$ cat src/include/vigo_pkg.sv
// register map, field positions and types of the video config block
package vigo_pkg;
  localparam logic [7:0] ADDR_INPUT_CONFIG  = 8'h05;
  localparam logic [7:0] ADDR_RED_GAIN      = 8'h06;
  localparam logic [7:0] ADDR_GREEN_GAIN    = 8'h07;
  localparam logic [7:0] ADDR_BLUE_GAIN     = 8'h08;
  localparam logic [7:0] ADDR_RED_OFFSET    = 8'h09;
  localparam logic [7:0] ADDR_GREEN_OFFSET  = 8'h0A;
  localparam logic [7:0] ADDR_BLUE_OFFSET   = 8'h0B;
  localparam logic [7:0] ADDR_OFFSET_DAC    = 8'h0C;

  localparam logic [7:0] RST_INPUT_CONFIG   = 8'h00;
  localparam logic [7:0] RST_GAIN           = 8'h55;
  localparam logic [7:0] RST_OFFSET         = 8'h80;
  localparam logic [7:0] RST_OFFSET_DAC     = 8'h00;

  localparam int BIT_CHANNEL_SELECT  = 0;
  localparam int BIT_DC_COUPLING     = 1;
  localparam int BIT_COLOUR_SPACE    = 2;
  localparam int BIT_SYNC_TYPE       = 3;
  localparam int BIT_COMPOSITE_SRC   = 4;
  localparam int BIT_COAST_CLAMP     = 5;
  localparam int BIT_OFFSET_RANGE    = 0;
  localparam int POS_RED_DAC_LSB     = 2;
  localparam int POS_GREEN_DAC_LSB   = 4;
  localparam int POS_BLUE_DAC_LSB    = 6;

  localparam logic [7:0] MASK_INPUT_CONFIG = 8'h3F;
  localparam logic [7:0] MASK_OFFSET_DAC   = 8'hFD;

  // black level targets
  localparam logic [7:0] TARGET_BASE   = 8'h00;
  localparam logic [7:0] TARGET_CHROMA = 8'h80;
  // digital offset zero point
  localparam logic [7:0] OFFSET_ZERO   = 8'h80;

  // clamp level selection: low is 300 mV, high is 600 mV
  typedef enum logic { vigo_clamp_300mv_type_e, vigo_clamp_600mv_type_e }
    vigo_clamp_type;
endpackage : vigo_pkg

$ cat src/rtl/vigo_config.sv
// configuration register bank of the three-channel video digitizer front end
//
// Design decision made here: the plain strobed port.
`timescale 1ns/10ps
module vigo_config
  import vigo_pkg::*;
(
  input  wire logic              clk,
  input  wire logic              nrst,
  input  wire logic [7:0]        reg_addr,
  input  wire logic [7:0]        reg_wdata,
  input  wire logic              reg_wr,
  input  wire logic              reg_rd,
  output logic      [7:0]        reg_rdata,
  input  wire logic              black_level_compensation,
  input  wire logic              coast,
  input  wire logic              clamp_time,
  input  wire logic              hsync_in,
  input  wire logic              green_sync_input,
  output logic                   second_input_set,
  output logic                   clamp_pos_red,
  output logic                   clamp_pos_green,
  output logic                   clamp_pos_blue,
  output logic                   clamp_neg_tied,
  output logic                   analog_clamp,
  output vigo_pkg::vigo_clamp_type clamp_level_red,
  output vigo_pkg::vigo_clamp_type clamp_level_green,
  output vigo_pkg::vigo_clamp_type clamp_level_blue,
  output logic                   shift_red,
  output logic                   shift_green,
  output logic                   shift_blue,
  output logic      [7:0]        target_red,
  output logic      [7:0]        target_green,
  output logic      [7:0]        target_blue,
  output logic                   compensation_active,
  output logic      [7:0]        gain_red,
  output logic      [7:0]        gain_green,
  output logic      [7:0]        gain_blue,
  output logic signed [8:0]      digital_offset_red,
  output logic signed [8:0]      digital_offset_green,
  output logic signed [8:0]      digital_offset_blue,
  output logic      [9:0]        offset_dac_red,
  output logic      [9:0]        offset_dac_green,
  output logic      [9:0]        offset_dac_blue,
  output logic                   offset_range_quarter,
  output logic                   sync_out,
  output logic                   composite_sync
);
  import vigo_pkg::*;

  typedef struct packed {
    logic [7:0] in_cfg;
    logic [7:0] gain_r;
    logic [7:0] gain_g;
    logic [7:0] gain_b;
    logic [7:0] ofs_r;
    logic [7:0] ofs_g;
    logic [7:0] ofs_b;
    logic [7:0] dac_cfg;
    logic [7:0] rdata;
    logic       clamp_p;
    logic       clamp_n;
    logic       aclamp;
    logic       yuv;
    logic       comp_on;
  } vigo_state_type;

  vigo_state_type st_ff;
  vigo_state_type nxt_st;

  // read mux for the register map; unmapped addresses read zero
  function automatic logic [7:0] vigo_read(input vigo_state_type s,
                                           input logic [7:0] a);
    logic [7:0] v;
    v = 8'h00;
    case (a)
      ADDR_INPUT_CONFIG: v = s.in_cfg;
      ADDR_RED_GAIN:     v = s.gain_r;
      ADDR_GREEN_GAIN:   v = s.gain_g;
      ADDR_BLUE_GAIN:    v = s.gain_b;
      ADDR_RED_OFFSET:   v = s.ofs_r;
      ADDR_GREEN_OFFSET: v = s.ofs_g;
      ADDR_BLUE_OFFSET:  v = s.ofs_b;
      ADDR_OFFSET_DAC:   v = s.dac_cfg;
      default:           v = 8'h00;
    endcase
    return v;
  endfunction : vigo_read

  logic clamp_allowed;
  logic coupling_dc;

  always_comb
  begin
    nxt_st = st_ff;
    nxt_st.rdata = 8'h00;
    if (reg_rd)
      nxt_st.rdata = vigo_read(st_ff, reg_addr);
    if (reg_wr)
    begin
      case (reg_addr)
        // reserved bits are kept zero in hardware too
        ADDR_INPUT_CONFIG:
          nxt_st.in_cfg = reg_wdata & MASK_INPUT_CONFIG;
        ADDR_RED_GAIN:     nxt_st.gain_r = reg_wdata;
        ADDR_GREEN_GAIN:   nxt_st.gain_g = reg_wdata;
        ADDR_BLUE_GAIN:    nxt_st.gain_b = reg_wdata;
        ADDR_RED_OFFSET:   nxt_st.ofs_r  = reg_wdata;
        ADDR_GREEN_OFFSET: nxt_st.ofs_g  = reg_wdata;
        ADDR_BLUE_OFFSET:  nxt_st.ofs_b  = reg_wdata;
        ADDR_OFFSET_DAC:
          nxt_st.dac_cfg = reg_wdata & MASK_OFFSET_DAC;
        default:           nxt_st.rdata = nxt_st.rdata;
      endcase
    end

    coupling_dc   = st_ff.in_cfg[BIT_DC_COUPLING];
    // coast suspends clamping unless coast-clamp is enabled
    clamp_allowed = !coast || st_ff.in_cfg[BIT_COAST_CLAMP];
    if (coupling_dc)
    begin
      nxt_st.clamp_p = 1'b0;
      nxt_st.clamp_n = 1'b0;
      nxt_st.aclamp  = 1'b0;
    end
    else
    begin
      nxt_st.clamp_p = clamp_time && clamp_allowed;
      nxt_st.clamp_n = 1'b1;
      nxt_st.aclamp  = clamp_time && clamp_allowed;
    end
    nxt_st.yuv     = st_ff.in_cfg[BIT_COLOUR_SPACE];
    nxt_st.comp_on = black_level_compensation && clamp_allowed;
  end

  always_ff @(posedge clk)
  begin
    if (!nrst)
    begin
      st_ff         <= '0;
      st_ff.in_cfg  <= RST_INPUT_CONFIG;
      st_ff.gain_r  <= RST_GAIN;
      st_ff.gain_g  <= RST_GAIN;
      st_ff.gain_b  <= RST_GAIN;
      st_ff.ofs_r   <= RST_OFFSET;
      st_ff.ofs_g   <= RST_OFFSET;
      st_ff.ofs_b   <= RST_OFFSET;
      st_ff.dac_cfg <= RST_OFFSET_DAC;
    end
    else
      st_ff <= nxt_st;
  end

  assign reg_rdata        = st_ff.rdata;
  assign second_input_set = st_ff.in_cfg[BIT_CHANNEL_SELECT];
  assign clamp_pos_red    = st_ff.clamp_p;
  assign clamp_pos_green  = st_ff.clamp_p;
  assign clamp_pos_blue   = st_ff.clamp_p;
  assign clamp_neg_tied   = st_ff.clamp_n;
  assign analog_clamp     = st_ff.aclamp;

  // colour space: RGB treats all alike, YUV lifts R/B clamp and target
  assign clamp_level_red   = st_ff.yuv ? vigo_clamp_600mv_type_e
                                       : vigo_clamp_300mv_type_e;
  assign clamp_level_green = vigo_clamp_300mv_type_e;
  assign clamp_level_blue  = st_ff.yuv ? vigo_clamp_600mv_type_e
                                       : vigo_clamp_300mv_type_e;
  assign shift_red    = !st_ff.yuv;
  assign shift_green  = 1'b1;
  assign shift_blue   = !st_ff.yuv;
  assign target_red   = st_ff.yuv ? TARGET_CHROMA : TARGET_BASE;
  assign target_green = TARGET_BASE;
  assign target_blue  = st_ff.yuv ? TARGET_CHROMA : TARGET_BASE;
  assign compensation_active = st_ff.comp_on;

  // analog gain = 0.5 + code/170, code passed straight to the gain stage
  assign gain_red   = st_ff.gain_r;
  assign gain_green = st_ff.gain_g;
  assign gain_blue  = st_ff.gain_b;

  assign offset_range_quarter = st_ff.dac_cfg[BIT_OFFSET_RANGE];

  vigo_chan_map u_map_red (
    .clk            (clk),
    .nrst           (nrst),
    .offset_code    (st_ff.ofs_r),
    .dac_lsbs       (st_ff.dac_cfg[POS_RED_DAC_LSB +: 2]),
    .black_level_on (black_level_compensation),
    .digital_offset (digital_offset_red),
    .offset_dac     (offset_dac_red)
  );

  vigo_chan_map u_map_green (
    .clk            (clk),
    .nrst           (nrst),
    .offset_code    (st_ff.ofs_g),
    .dac_lsbs       (st_ff.dac_cfg[POS_GREEN_DAC_LSB +: 2]),
    .black_level_on (black_level_compensation),
    .digital_offset (digital_offset_green),
    .offset_dac     (offset_dac_green)
  );

  vigo_chan_map u_map_blue (
    .clk            (clk),
    .nrst           (nrst),
    .offset_code    (st_ff.ofs_b),
    .dac_lsbs       (st_ff.dac_cfg[POS_BLUE_DAC_LSB +: 2]),
    .black_level_on (black_level_compensation),
    .digital_offset (digital_offset_blue),
    .offset_dac     (offset_dac_blue)
  );

  vigo_sync_mux u_sync (
    .clk              (clk),
    .nrst             (nrst),
    .sync_type        (st_ff.in_cfg[BIT_SYNC_TYPE]),
    .composite_src    (st_ff.in_cfg[BIT_COMPOSITE_SRC]),
    .hsync_in         (hsync_in),
    .green_sync_input (green_sync_input),
    .sync_out         (sync_out),
    .composite_sync   (composite_sync)
  );
endmodule : vigo_config

$ cat src/rtl/vigo_chan_map.sv
// per-channel mapping of offset code onto digital offset or offset DAC
`timescale 1ns/10ps
module vigo_chan_map
  import vigo_pkg::*;
(
  input  wire logic       clk,
  input  wire logic       nrst,
  input  wire logic [7:0] offset_code,
  input  wire logic [1:0] dac_lsbs,
  input  wire logic       black_level_on,
  output logic signed [8:0] digital_offset,
  output logic      [9:0]   offset_dac
);
  typedef struct packed {
    logic signed [8:0] dig;
    logic        [9:0] dac;
  } vigo_map_state_type;

  vigo_map_state_type st_ff;
  vigo_map_state_type nxt_st;

  always_comb
  begin
    nxt_st = st_ff;
    if (black_level_on)
    begin
      // one output step per code step, code 0x80 is zero
      nxt_st.dig = $signed({1'b0, offset_code}) -
                   $signed({1'b0, OFFSET_ZERO});
    end
    else
    begin
      nxt_st.dig = '0;
      nxt_st.dac = {offset_code, dac_lsbs};
    end
  end

  always_ff @(posedge clk)
  begin
    if (!nrst)
    begin
      st_ff.dig <= '0;
      st_ff.dac <= {RST_OFFSET, 2'b00};
    end
    else
      st_ff <= nxt_st;
  end

  assign digital_offset = st_ff.dig;
  assign offset_dac     = st_ff.dac;
endmodule : vigo_chan_map

$ cat src/rtl/vigo_sync_mux.sv
// sync source selection and composite sync flag for the video front end
`timescale 1ns/10ps
module vigo_sync_mux
(
  input  wire logic clk,
  input  wire logic nrst,
  input  wire logic sync_type,
  input  wire logic composite_src,
  input  wire logic hsync_in,
  input  wire logic green_sync_input,
  output logic      sync_out,
  output logic      composite_sync
);
  typedef struct packed {
    logic sync;
    logic comp;
  } vigo_sync_state_type;

  vigo_sync_state_type st_ff;
  vigo_sync_state_type nxt_st;

  always_comb
  begin
    nxt_st = st_ff;
    nxt_st.comp = sync_type;
    if (!sync_type)
      nxt_st.sync = hsync_in;
    else if (composite_src)
      nxt_st.sync = hsync_in;
    else
      nxt_st.sync = green_sync_input;
  end

  always_ff @(posedge clk)
  begin
    if (!nrst)
      st_ff <= '0;
    else
      st_ff <= nxt_st;
  end

  assign sync_out       = st_ff.sync;
  assign composite_sync = st_ff.comp;
endmodule : vigo_sync_mux

$ cat config.mk
export PLATFORM = sky130hd
export DESIGN_NAME = vigo_config
export DESIGN_NICKNAME = d
export VERILOG_FILES = /design/src/include/vigo_pkg.sv /design/src/rtl/vigo_config.sv /design/src/rtl/vigo_chan_map.sv /design/src/rtl/vigo_sync_mux.sv
export SDC_FILE = /design/constraint.sdc
export NUM_CORES = 1
export LEC_CHECK = 0
export BUFFER_PORTS_ARGS = -buffer_cell sky130_fd_sc_hd__buf_4
export CORE_MARGIN = 1.5
export CORE_UTILIZATION = 47
export CTS_CLUSTER_DIAMETER = 120
export DETAILED_ROUTE_END_ITERATION = 8
export GPL_ROUTABILITY_DRIVEN = 0
export GPL_TIMING_DRIVEN = 0
export PLACE_DENSITY = 0.85
export SLEW_MARGIN = 20
export SYNTH_ARGS = -nofsm -noshare
export SYNTH_HDL_FRONTEND = slang
export SYNTH_SLANG_ARGS = --single-unit
$ cat constraint.sdc
create_clock -name clk -period 1.4 [get_ports clk]
set_clock_uncertainty 0.1 [all_clocks]
set_input_delay 0.14 -clock clk [delete_from_list [all_inputs] [get_ports clk]]
set_output_delay 0.14 -clock clk [all_outputs]
set_load 0.01 [all_outputs]
Yosys cells after proc, flatten, opt, wreduce, memory -nomap -nowiden
Index checks and enable logic that the tools add are counted.
- flip-flop bits (word level): 132
- latch bits: 0
- memory bits (writable): 0
- memory bits (read-only): 0
- input port bits: 25
- output and inout port bits: 129
- word-level logic and storage cells: 55
- memories kept: 0
- add/subtract/negate cells: 3
- multipliers: 0
- div/mod/pow operators: 0
- $lt $le $gt $ge: 0
- equality and inequality tests: 8
- shift operators: 0
- multiplexer cells: 7
- bitwise logic cells: 1
- reductions and logical operators: 15
- operators with widths (cell ; count):
    $pmux 8 s8 ; 1
    $eq 8x4->1 const B ; 5
    $sub 8x8->9 const B ; 3
    $eq 8x3->1 const B ; 3
    $reduce_and 2->1 ; 9
    $mux 8 ; 2
    $mux 1 ; 3
    $logic_and 1x1->1 ; 2
    $logic_not 1->1 ; 2
    $mux 2 ; 1
    $reduce_or 2->1 ; 1
    $logic_or 1x1->1 ; 1
    $not 1->1 ; 1

Depth between registers and ports, before layout
Gate-level depths: netlist (run 1).
- word-level depth: 4
- mapped depth: 7
- mapped depth without buffers: 4

Cells and area by module
Synthesis (run 1) repeated with hierarchy kept, for this count alone.
- cells, all modules: 543
- area total of the unflattened synthesis: 5466.5 sq um
- by module, submodules not included (module ; instances ; cells an instance ; area an instance (sq um) ; sequential area each (sq um)):
    vigo_config ; 1 ; 383 ; 3514.6 ; 1461.4
    vigo_chan_map ; 3 ; 51 ; 624.3 ; 360.3
    vigo_sync_mux ; 1 ; 7 ; 78.8 ; 40.0

Worst setup path after synthesis (run 1)
No wires, ideal clock.
- path type: input-to-reg
- from: input reg_addr[7]
- to: register st_ff (netlist bit coupling_dc)
- library setup time: 0.123 ns
- arrival time: 1.208 ns
- data required time: 1.177 ns
- slack: -0.031 ns
- stages on the path: 6
- buffers on the path: 2
- path through: nor4_4 > buf_4 > nand4_1 > buf_2 > nand3_1 > o21ai_0
- word-level cells in the longest chain between the ends: 2
- RTL lines (what ; line ; text):
    start, declared ; vigo_config.sv:10 ; input wire logic [7:0] reg_addr,
    $eq 8x3->1 ; vigo_config.sv:101 ; case (reg_addr)
    $reduce_and 2->1 (no source line) ; n/a ;
    end signal, assigned ; vigo_config.sv:151 ; st_ff <= nxt_st;
    end, declared ; vigo_config.sv:68 ; vigo_state_type st_ff;
No other way between the ends.
A chain may end at the register's enable or synchronous reset.

Final worst setup path (run 1)
- from: register st_ff (netlist bit gain_red[6])
- to: register st_ff (netlist bit reg_rdata[6])
- word-level cells in the longest chain between the ends: 2
- RTL lines (what ; line ; text):
    $pmux 8 s8 ; vigo_config.sv:76 ; case (a)
    $mux 8 ; vigo_config.sv:97 ; if (reg_rd)
No other way between the ends.

==> out/summary.txt, run 1 <==
CTS max path bufs: 2
die height: 109 µm
1st-iter DRT viols: 504
maxcap violations: 0
die width: 109 µm
synthesized flop and latch total: 129
I/O pin count: 154
critical path capture point type: flip-flop
first-pass GRT wire length: 23.4 mm
Yosys top cell area share: 48.6%
DR WL/cell: 17.7 µm
Crit. path cell count: 3
fin crit share: 99.9%
worst endpoint required time: 1.58 ns
status: completed
ant diodes: 0
# clock sinks: 129
synthesized cell area: 0.00531 mm²
library cells used by synthesis: 33
highest metal used: met4
worst-path cell chain: a22o_1 > a222oi_1 > nor2_1
synthesized area per cell: 9.77 µm²
reg2reg setup slack: 0.001 ns
Async S/R FF share, synth: 0%
post-route antenna net violation count: 0
H-Tree Depth: 4
DR vias: 4786
count leader, synth: dfxtp_1
FMAX: 715 MHz
YS warnings: 0
metal2 WL: 7.47 mm
Leak: 3.44 nW
critical path arrival: 1.58 ns
endpoints failing hold: 0
Hold Path Stages: 3
initial core utilization: 48.6%
post-synthesis instance total: 544
Reg clk slew, reported paths: 0.06 ns
GRT Overall Usage: 26.3%
final core utilization: 66.9%
final setup violation count: 0
Clock Tree Root: clkbuf_16
core area: 0.0109 mm²
CP Launch Type: flip-flop
slew margin rel.: 49.3%
clk_lat worst skew: 0.42 ns
Buf/Inv on CP: 0
Worst IR Drop VDD: 0.637 mV
TritonCTS buffer count: 17
grt total ovfl: 0
net total in the final layout: 752
Residual DRC: 0
vias in the first global route: 4590
Site Rows: 38
number of port buffers: 125
crit-path max cell delay: 0.43 ns
largest net degree at the start of global routing: 17
P&R area growth vs syn: 37.7%
share of cells above drive strength 1: 36.1%
DRT Pass-1 Iters: 6
Die Footprint: 0.0119 mm²
Hold WC Path Type: in -> reg
Worst Tran Pin Value: 0.760 ns
top cells by count, synth: dfxtp_1 (129), buf_4 (68), mux2i_1 (51)
sequential share of the synthesized area: 48.6%
final wirelength: 15.5 mm
WL met3: 1.65 mm
Vias/cell: 5.44
dpl hpwl: 11.0 mm
final worst path period need: 1.40 ns
Top delay family on crit path: compound AO/OA/AOI/OAI gates
Register-to-Register Path Depth: 3
critical path class: reg -> reg
Max FO, Critical Path: 3
Max Transition Viols Final: 0
CTS tree: built
Placement Setup Slack: -0.476 ns
antenna violations before repair: 0
EDFF count, synth: 0
fin worst setup slack: 0.00103 ns
Main synth FF type: dfxtp_1
main area contributors after synthesis: dfxtp_1 (49%), mux2i_1 (9.6%), buf_4 (9.6%), nor2b_1 (4.9%), nand3_1 (3.8%)
largest area contributor in the synthesized netlist: dfxtp_1
slowest stage cell on the critical path: a222oi_1
Pwr Density: 1180 mW/mm²
DRT met1 WL: 5.96 mm
-- area by class of cell --
| type | instances | area (µm²) |
|---|---|---|
| Buffer | 104 | 687 |
| Clock buffer | 19 | 453 |
| Clock inverter | 13 | 149 |
| Fill cell | 820 | 3620 |
| Inverter | 1 | 3.75 |
| Multi-Input combinational cell | 332 | 2170 |
| Sequential cell | 129 | 2580 |
| Tap cell | 140 | 175 |
| Timing Repair Buffer | 142 | 1100 |
-- cells in the final DEF (no fill, tap or decap), types with 3 or more instances in the layout --
cell type	Yosys	layout
a21boi_0	4	4
a21oi_1	5	3
a22o_1	14	14
a22oi_1	6	5
a31oi_1	3	3
and2_1	3	3
and3_1	24	24
buf_2	15	12
buf_4	68	199
clkbuf_1	16	13
clkbuf_16	0	17
clkbuf_2	0	6
clkinvlp_4	0	3
conb_1	2	24
dfxtp_1	129	127
dlygate4sd3_1	0	12
inv_6	0	5
mux2i_1	51	51
mux4_2	5	5
nand2_1	48	48
nand2b_1	3	3
nand3_1	40	38
nand3_2	1	3
nand4_1	7	7
nor2_1	6	6
nor2b_1	42	42
o21ai_0	36	32
o21ai_1	0	4
-- layer usage --
metal  vias up  track usage (%)
met4         0             11.6
met3        51             8.95
li1       2156                -
met1      2261             31.5
met5         -                0
met2       318             42.9
-- worst paths after layout --
kind                                               start                        to
worst max-delay path                         gain_red[6]              reg_rdata[6]
worst min-delay path            black_level_compensation  u_map_blue.offset_dac[2]
worst max register to register               gain_red[6]              reg_rdata[6]
worst min register to register   u_map_red.offset_dac[9]   u_map_red.offset_dac[9]
-- sequential cells by signal, summed over array words and instances (netlist names), 8 cells and up --
| name | count |
|---|---|
| gain_blue | 8 |
| gain_green | 8 |
| gain_red | 8 |
| reg_rdata | 8 |
| st_ff | 34 |
| u_map_blue.digital_offset | 8 |
| u_map_blue.offset_dac | 10 |
| u_map_green.digital_offset | 8 |
| u_map_green.offset_dac | 10 |
| u_map_red.digital_offset | 8 |
| u_map_red.offset_dac | 10 |
-- power breakdown --
part | internal [mW] | total [mW] | switching [mW] | leakage, nW
registers | 3.68 | 3.69 | 0.00531 | 1.04
clock network | 2.74 | 4.45 | 1.70 | 0.287
logic | 0.225 | 0.521 | 0.296 | 2.11
-- repair_timing --
action,in CTS,in global routing
gates resized for setup,3,7
endpoints found under the hold margin,30,0
buffers inserted,3,2
pin swaps,2,3
setup endpoints to repair,12,42
hold buffers,12,0
-- worst reg2reg max path, cell delays in order (launching register included) --
cell	delay (ns)
dfxtp_1	0.37
a22o_1	0.24
a222oi_1	0.43
nor2_1	0.11
-- through the flow --
step | cells | hold slack (ns) | instance area (µm²) | power, mW | TNS, ns
after floorplan | 566 | 0.164 | 5420 | 4.06 | 0
final | 880 | 0.0227 | 7320 | 8.65 | 0
after global placement | 831 | 0.270 | 6540 | 4.22 | -25.38
after detailed placement | 831 | 0.270 | 6540 | 4.23 | -28.76
after global routing | 880 | 0.0306 | 7320 | 8.87 | -0.0857
after CTS | 878 | 0.0110 | 7290 | 8.64 | -0.00433
-- cell families after synthesis --
group | Yosys count | share of synthesized area (%)
xor gates and xnor gates | 1 | 0.165
and+or+nand+nor | 178 | 17.9
muxes | 58 | 12.2
buffers and inverters | 105 | 12.6
other | 2 | 0.141
AOI/OAI and AO/OA | 71 | 8.41
DFF | 129 | 48.6
Power figures use the tool's default switching activity.
==> run 2, diff against run 1 <==
SYNTH_HIERARCHICAL = 1   (was unset)
==> run 2 against run 1 <==
  * The run now ends with design-rule violations left
  * Register-to-register slack improved by 0.05 ns
  * Final cell count rose by 0.11%
  * Cell area rose by 3.1%
  * Total power rose by 3.4%
  * Clock power rose by 6.1%
  * Critical endpoint is now gain_red[4]
==> out/summary.txt, run 2 <==
fin crit share: 98.2%
combinational power share: 6.0%
DRT Pass-1 Iters: 8
grt total ovfl: 0
first-pass GRT wire length: 23.9 mm
Die Footprint: 0.0123 mm²
DR vias: 4722
Max Transition Viols Final: 0
final wirelength: 15.4 mm
commonest non-fill, non-tap cell in the layout: buf_4
Yosys top cell area share: 47.2%
largest area contributor in the synthesized netlist: dfxtp_1
area occupied by multi-input gates: 0.00227 mm²
TritonCTS buffer count: 17
Largest Register: st_ff
maxcap violations: 0
Site Rows: 39
YS warnings: 6
critical path capture point type: flip-flop
H-Tree Depth: 4
top cells by count, synth: dfxtp_1 (129), buf_4 (67), mux2i_1 (59)
dpl hpwl: 10.8 mm
1st-iter DRT viols: 550
worst endpoint required time: 1.59 ns
slew margin rel.: 62.3%
Max FO, Critical Path: 10
Clock Tree Root: clkbuf_16
commonest cells after routing, fill and taps aside: buf_4 (196), dfxtp_1 (128), mux2i_1 (59), nor2b_1 (43), nand2_1 (42)
endpoints failing hold: 0
largest net degree at the start of global routing: 32
Vias/cell: 5.36
main area contributors after synthesis: dfxtp_1 (47%), mux2i_1 (11%), buf_4 (9.2%), nor2b_1 (4.9%), o21ai_0 (3.7%)
Post-DP Area: 0.00674 mm²
DR WL/cell: 17.5 µm
fill count: 848
critical path arrival: 1.57 ns
P&R area growth vs syn: 38.0%
post-synthesis instance total: 543
FF/Latch Area: 0.00258 mm²
internal power: 7.00 mW
CTS max path bufs: 2
Worst IR Drop VDD: 0.696 mV
Async S/R FF share, synth: 0%
initial core utilization: 48.1%
I/O pin count: 154
Residual DRC: 1
synthesized area per cell: 10.1 µm²
CP Launch Type: primary input
post-route antenna net violation count: 0
sequential share of the synthesized area: 47.2%
net total in the final layout: 750
FMAX: 727 MHz
Power, Total: 8.94 mW
CTS tree: built
Sw Share: 21.8%
die width: 111 µm
library cells used by synthesis: 39
ant diodes: 0
vias in the first global route: 4520
# clock sinks: 129
Reg clk slew, reported paths: 0.06 ns
critical path class: in -> reg
synthesized cell area: 0.00547 mm²
clock share of power: 52.8%
P_sw: 1.95 mW
failing checks: design-rule violations
final setup violation count: 0
antenna violations before repair: 0
GRT Overall Usage: 24.8%
clk_lat worst skew: 0.41 ns
synthesized flop and latch total: 129
max FFs per register: 34
Post-Layout Inst Area: 0.00754 mm²
Leak: 3.54 nW
core area: 0.0114 mm²
number of port buffers: 126
EDFF count, synth: 0
Pwr Density: 1190 mW/mm²
sequential power share: 41.2%
Worst Tran Pin Value: 0.566 ns
Main synth FF type: dfxtp_1
share of cells above drive strength 1: 40.0%
Hold WC Path Type: in -> reg
status: complete, but fails checks
die height: 111 µm
count leader, synth: dfxtp_1
final worst path period need: 1.37 ns
## run 2: cells by family after synthesis
| logic type | synth area share [%] |
|---|---|
| and+or+nand+nor | 18.8 |
| DFF | 47.2 |
| buffers and inverters | 13.5 |
| AOI/OAI and AO/OA | 7.32 |
| muxes | 12.9 |
| other | 0.137 |
| xor gates and xnor gates | 0.160 |
## run 2: layout make-up
class	instances	area share (%)
tap	143	2.37
multi-input combinational	333	30.1
sequential	129	34.2
inverter	1	0.0498
buffer	101	10.2
clock inverter	13	2.42
clock buffer	19	6.00
timing repair buffer	142	14.6
## run 2: final timing paths
kind,endpoint,startpoint,cells past startpoint,slack (ns)
worst max-delay path,gain_red[4],reg_addr[5],7,0.03
worst min-delay path,reg_rdata[0],reg_addr[2],3,0.01
worst max register to register,reg_rdata[5],st_ff[26],3,0.05
worst min register to register,u_map_blue/digital_offset[7],st_ff[28],1,0.39
## run 2: worst max-delay path, stage by stage
cell and delay (ns):
buf_4 0.12, nor4_4 0.27, buf_4 0.21, nand4_1 0.29, buf_6 0.26, mux2i_1 0.19, nand2_1 0.08
## run 2: per-stage QoR
step                      setup slack, ns  instances  hold slack (ns)  util, %  TNS [ns]
after global routing              -0.0287        881           0.0105     66.4   -0.0287
after floorplan                   -0.0328        565            0.165        -    -0.386
after global placement             -0.561        834            0.280     59.3    -28.18
after detailed placement           -0.632        834            0.275     59.3    -31.70
after CTS                         0.00180        881           0.0175     66.2         0
final                              0.0253        881           0.0145     66.4         0
## run 2: routing by layer
layer / wire length, µm / global-route usage (%) / share of wire [%] / vias up
li1: - / - / - / 2155
met1: 6030 / 30.1 / 39 / 2167
met2: 7230 / 40.2 / 47 / 323
met3: 1480 / 6.78 / 9.6 / 77
met4: 674 / 13.6 / 4.4 / 0
met5: 0 / 0 / 0 / -
## run 2: timing repair
action	4_1_cts	5_1_grt
buffers inserted	1	1
resized for setup	2	6
pin swaps	1	1
hold buffers	14	0
hold endpoints to repair	34	0
setup endpoints to repair	41	31
## run 2: power groups by stage
stage / clock network [mW] / registers (mW) / logic (mW)
2_1_floorplan: 0 / 3.77 / 0.318
3_3_place_gp: 0 / 3.77 / 0.479
3_5_place_dp: 0 / 3.77 / 0.486
4_1_cts: 4.77 / 3.69 / 0.522
5_1_grt: 4.93 / 3.69 / 0.568
6_report: 4.72 / 3.69 / 0.540
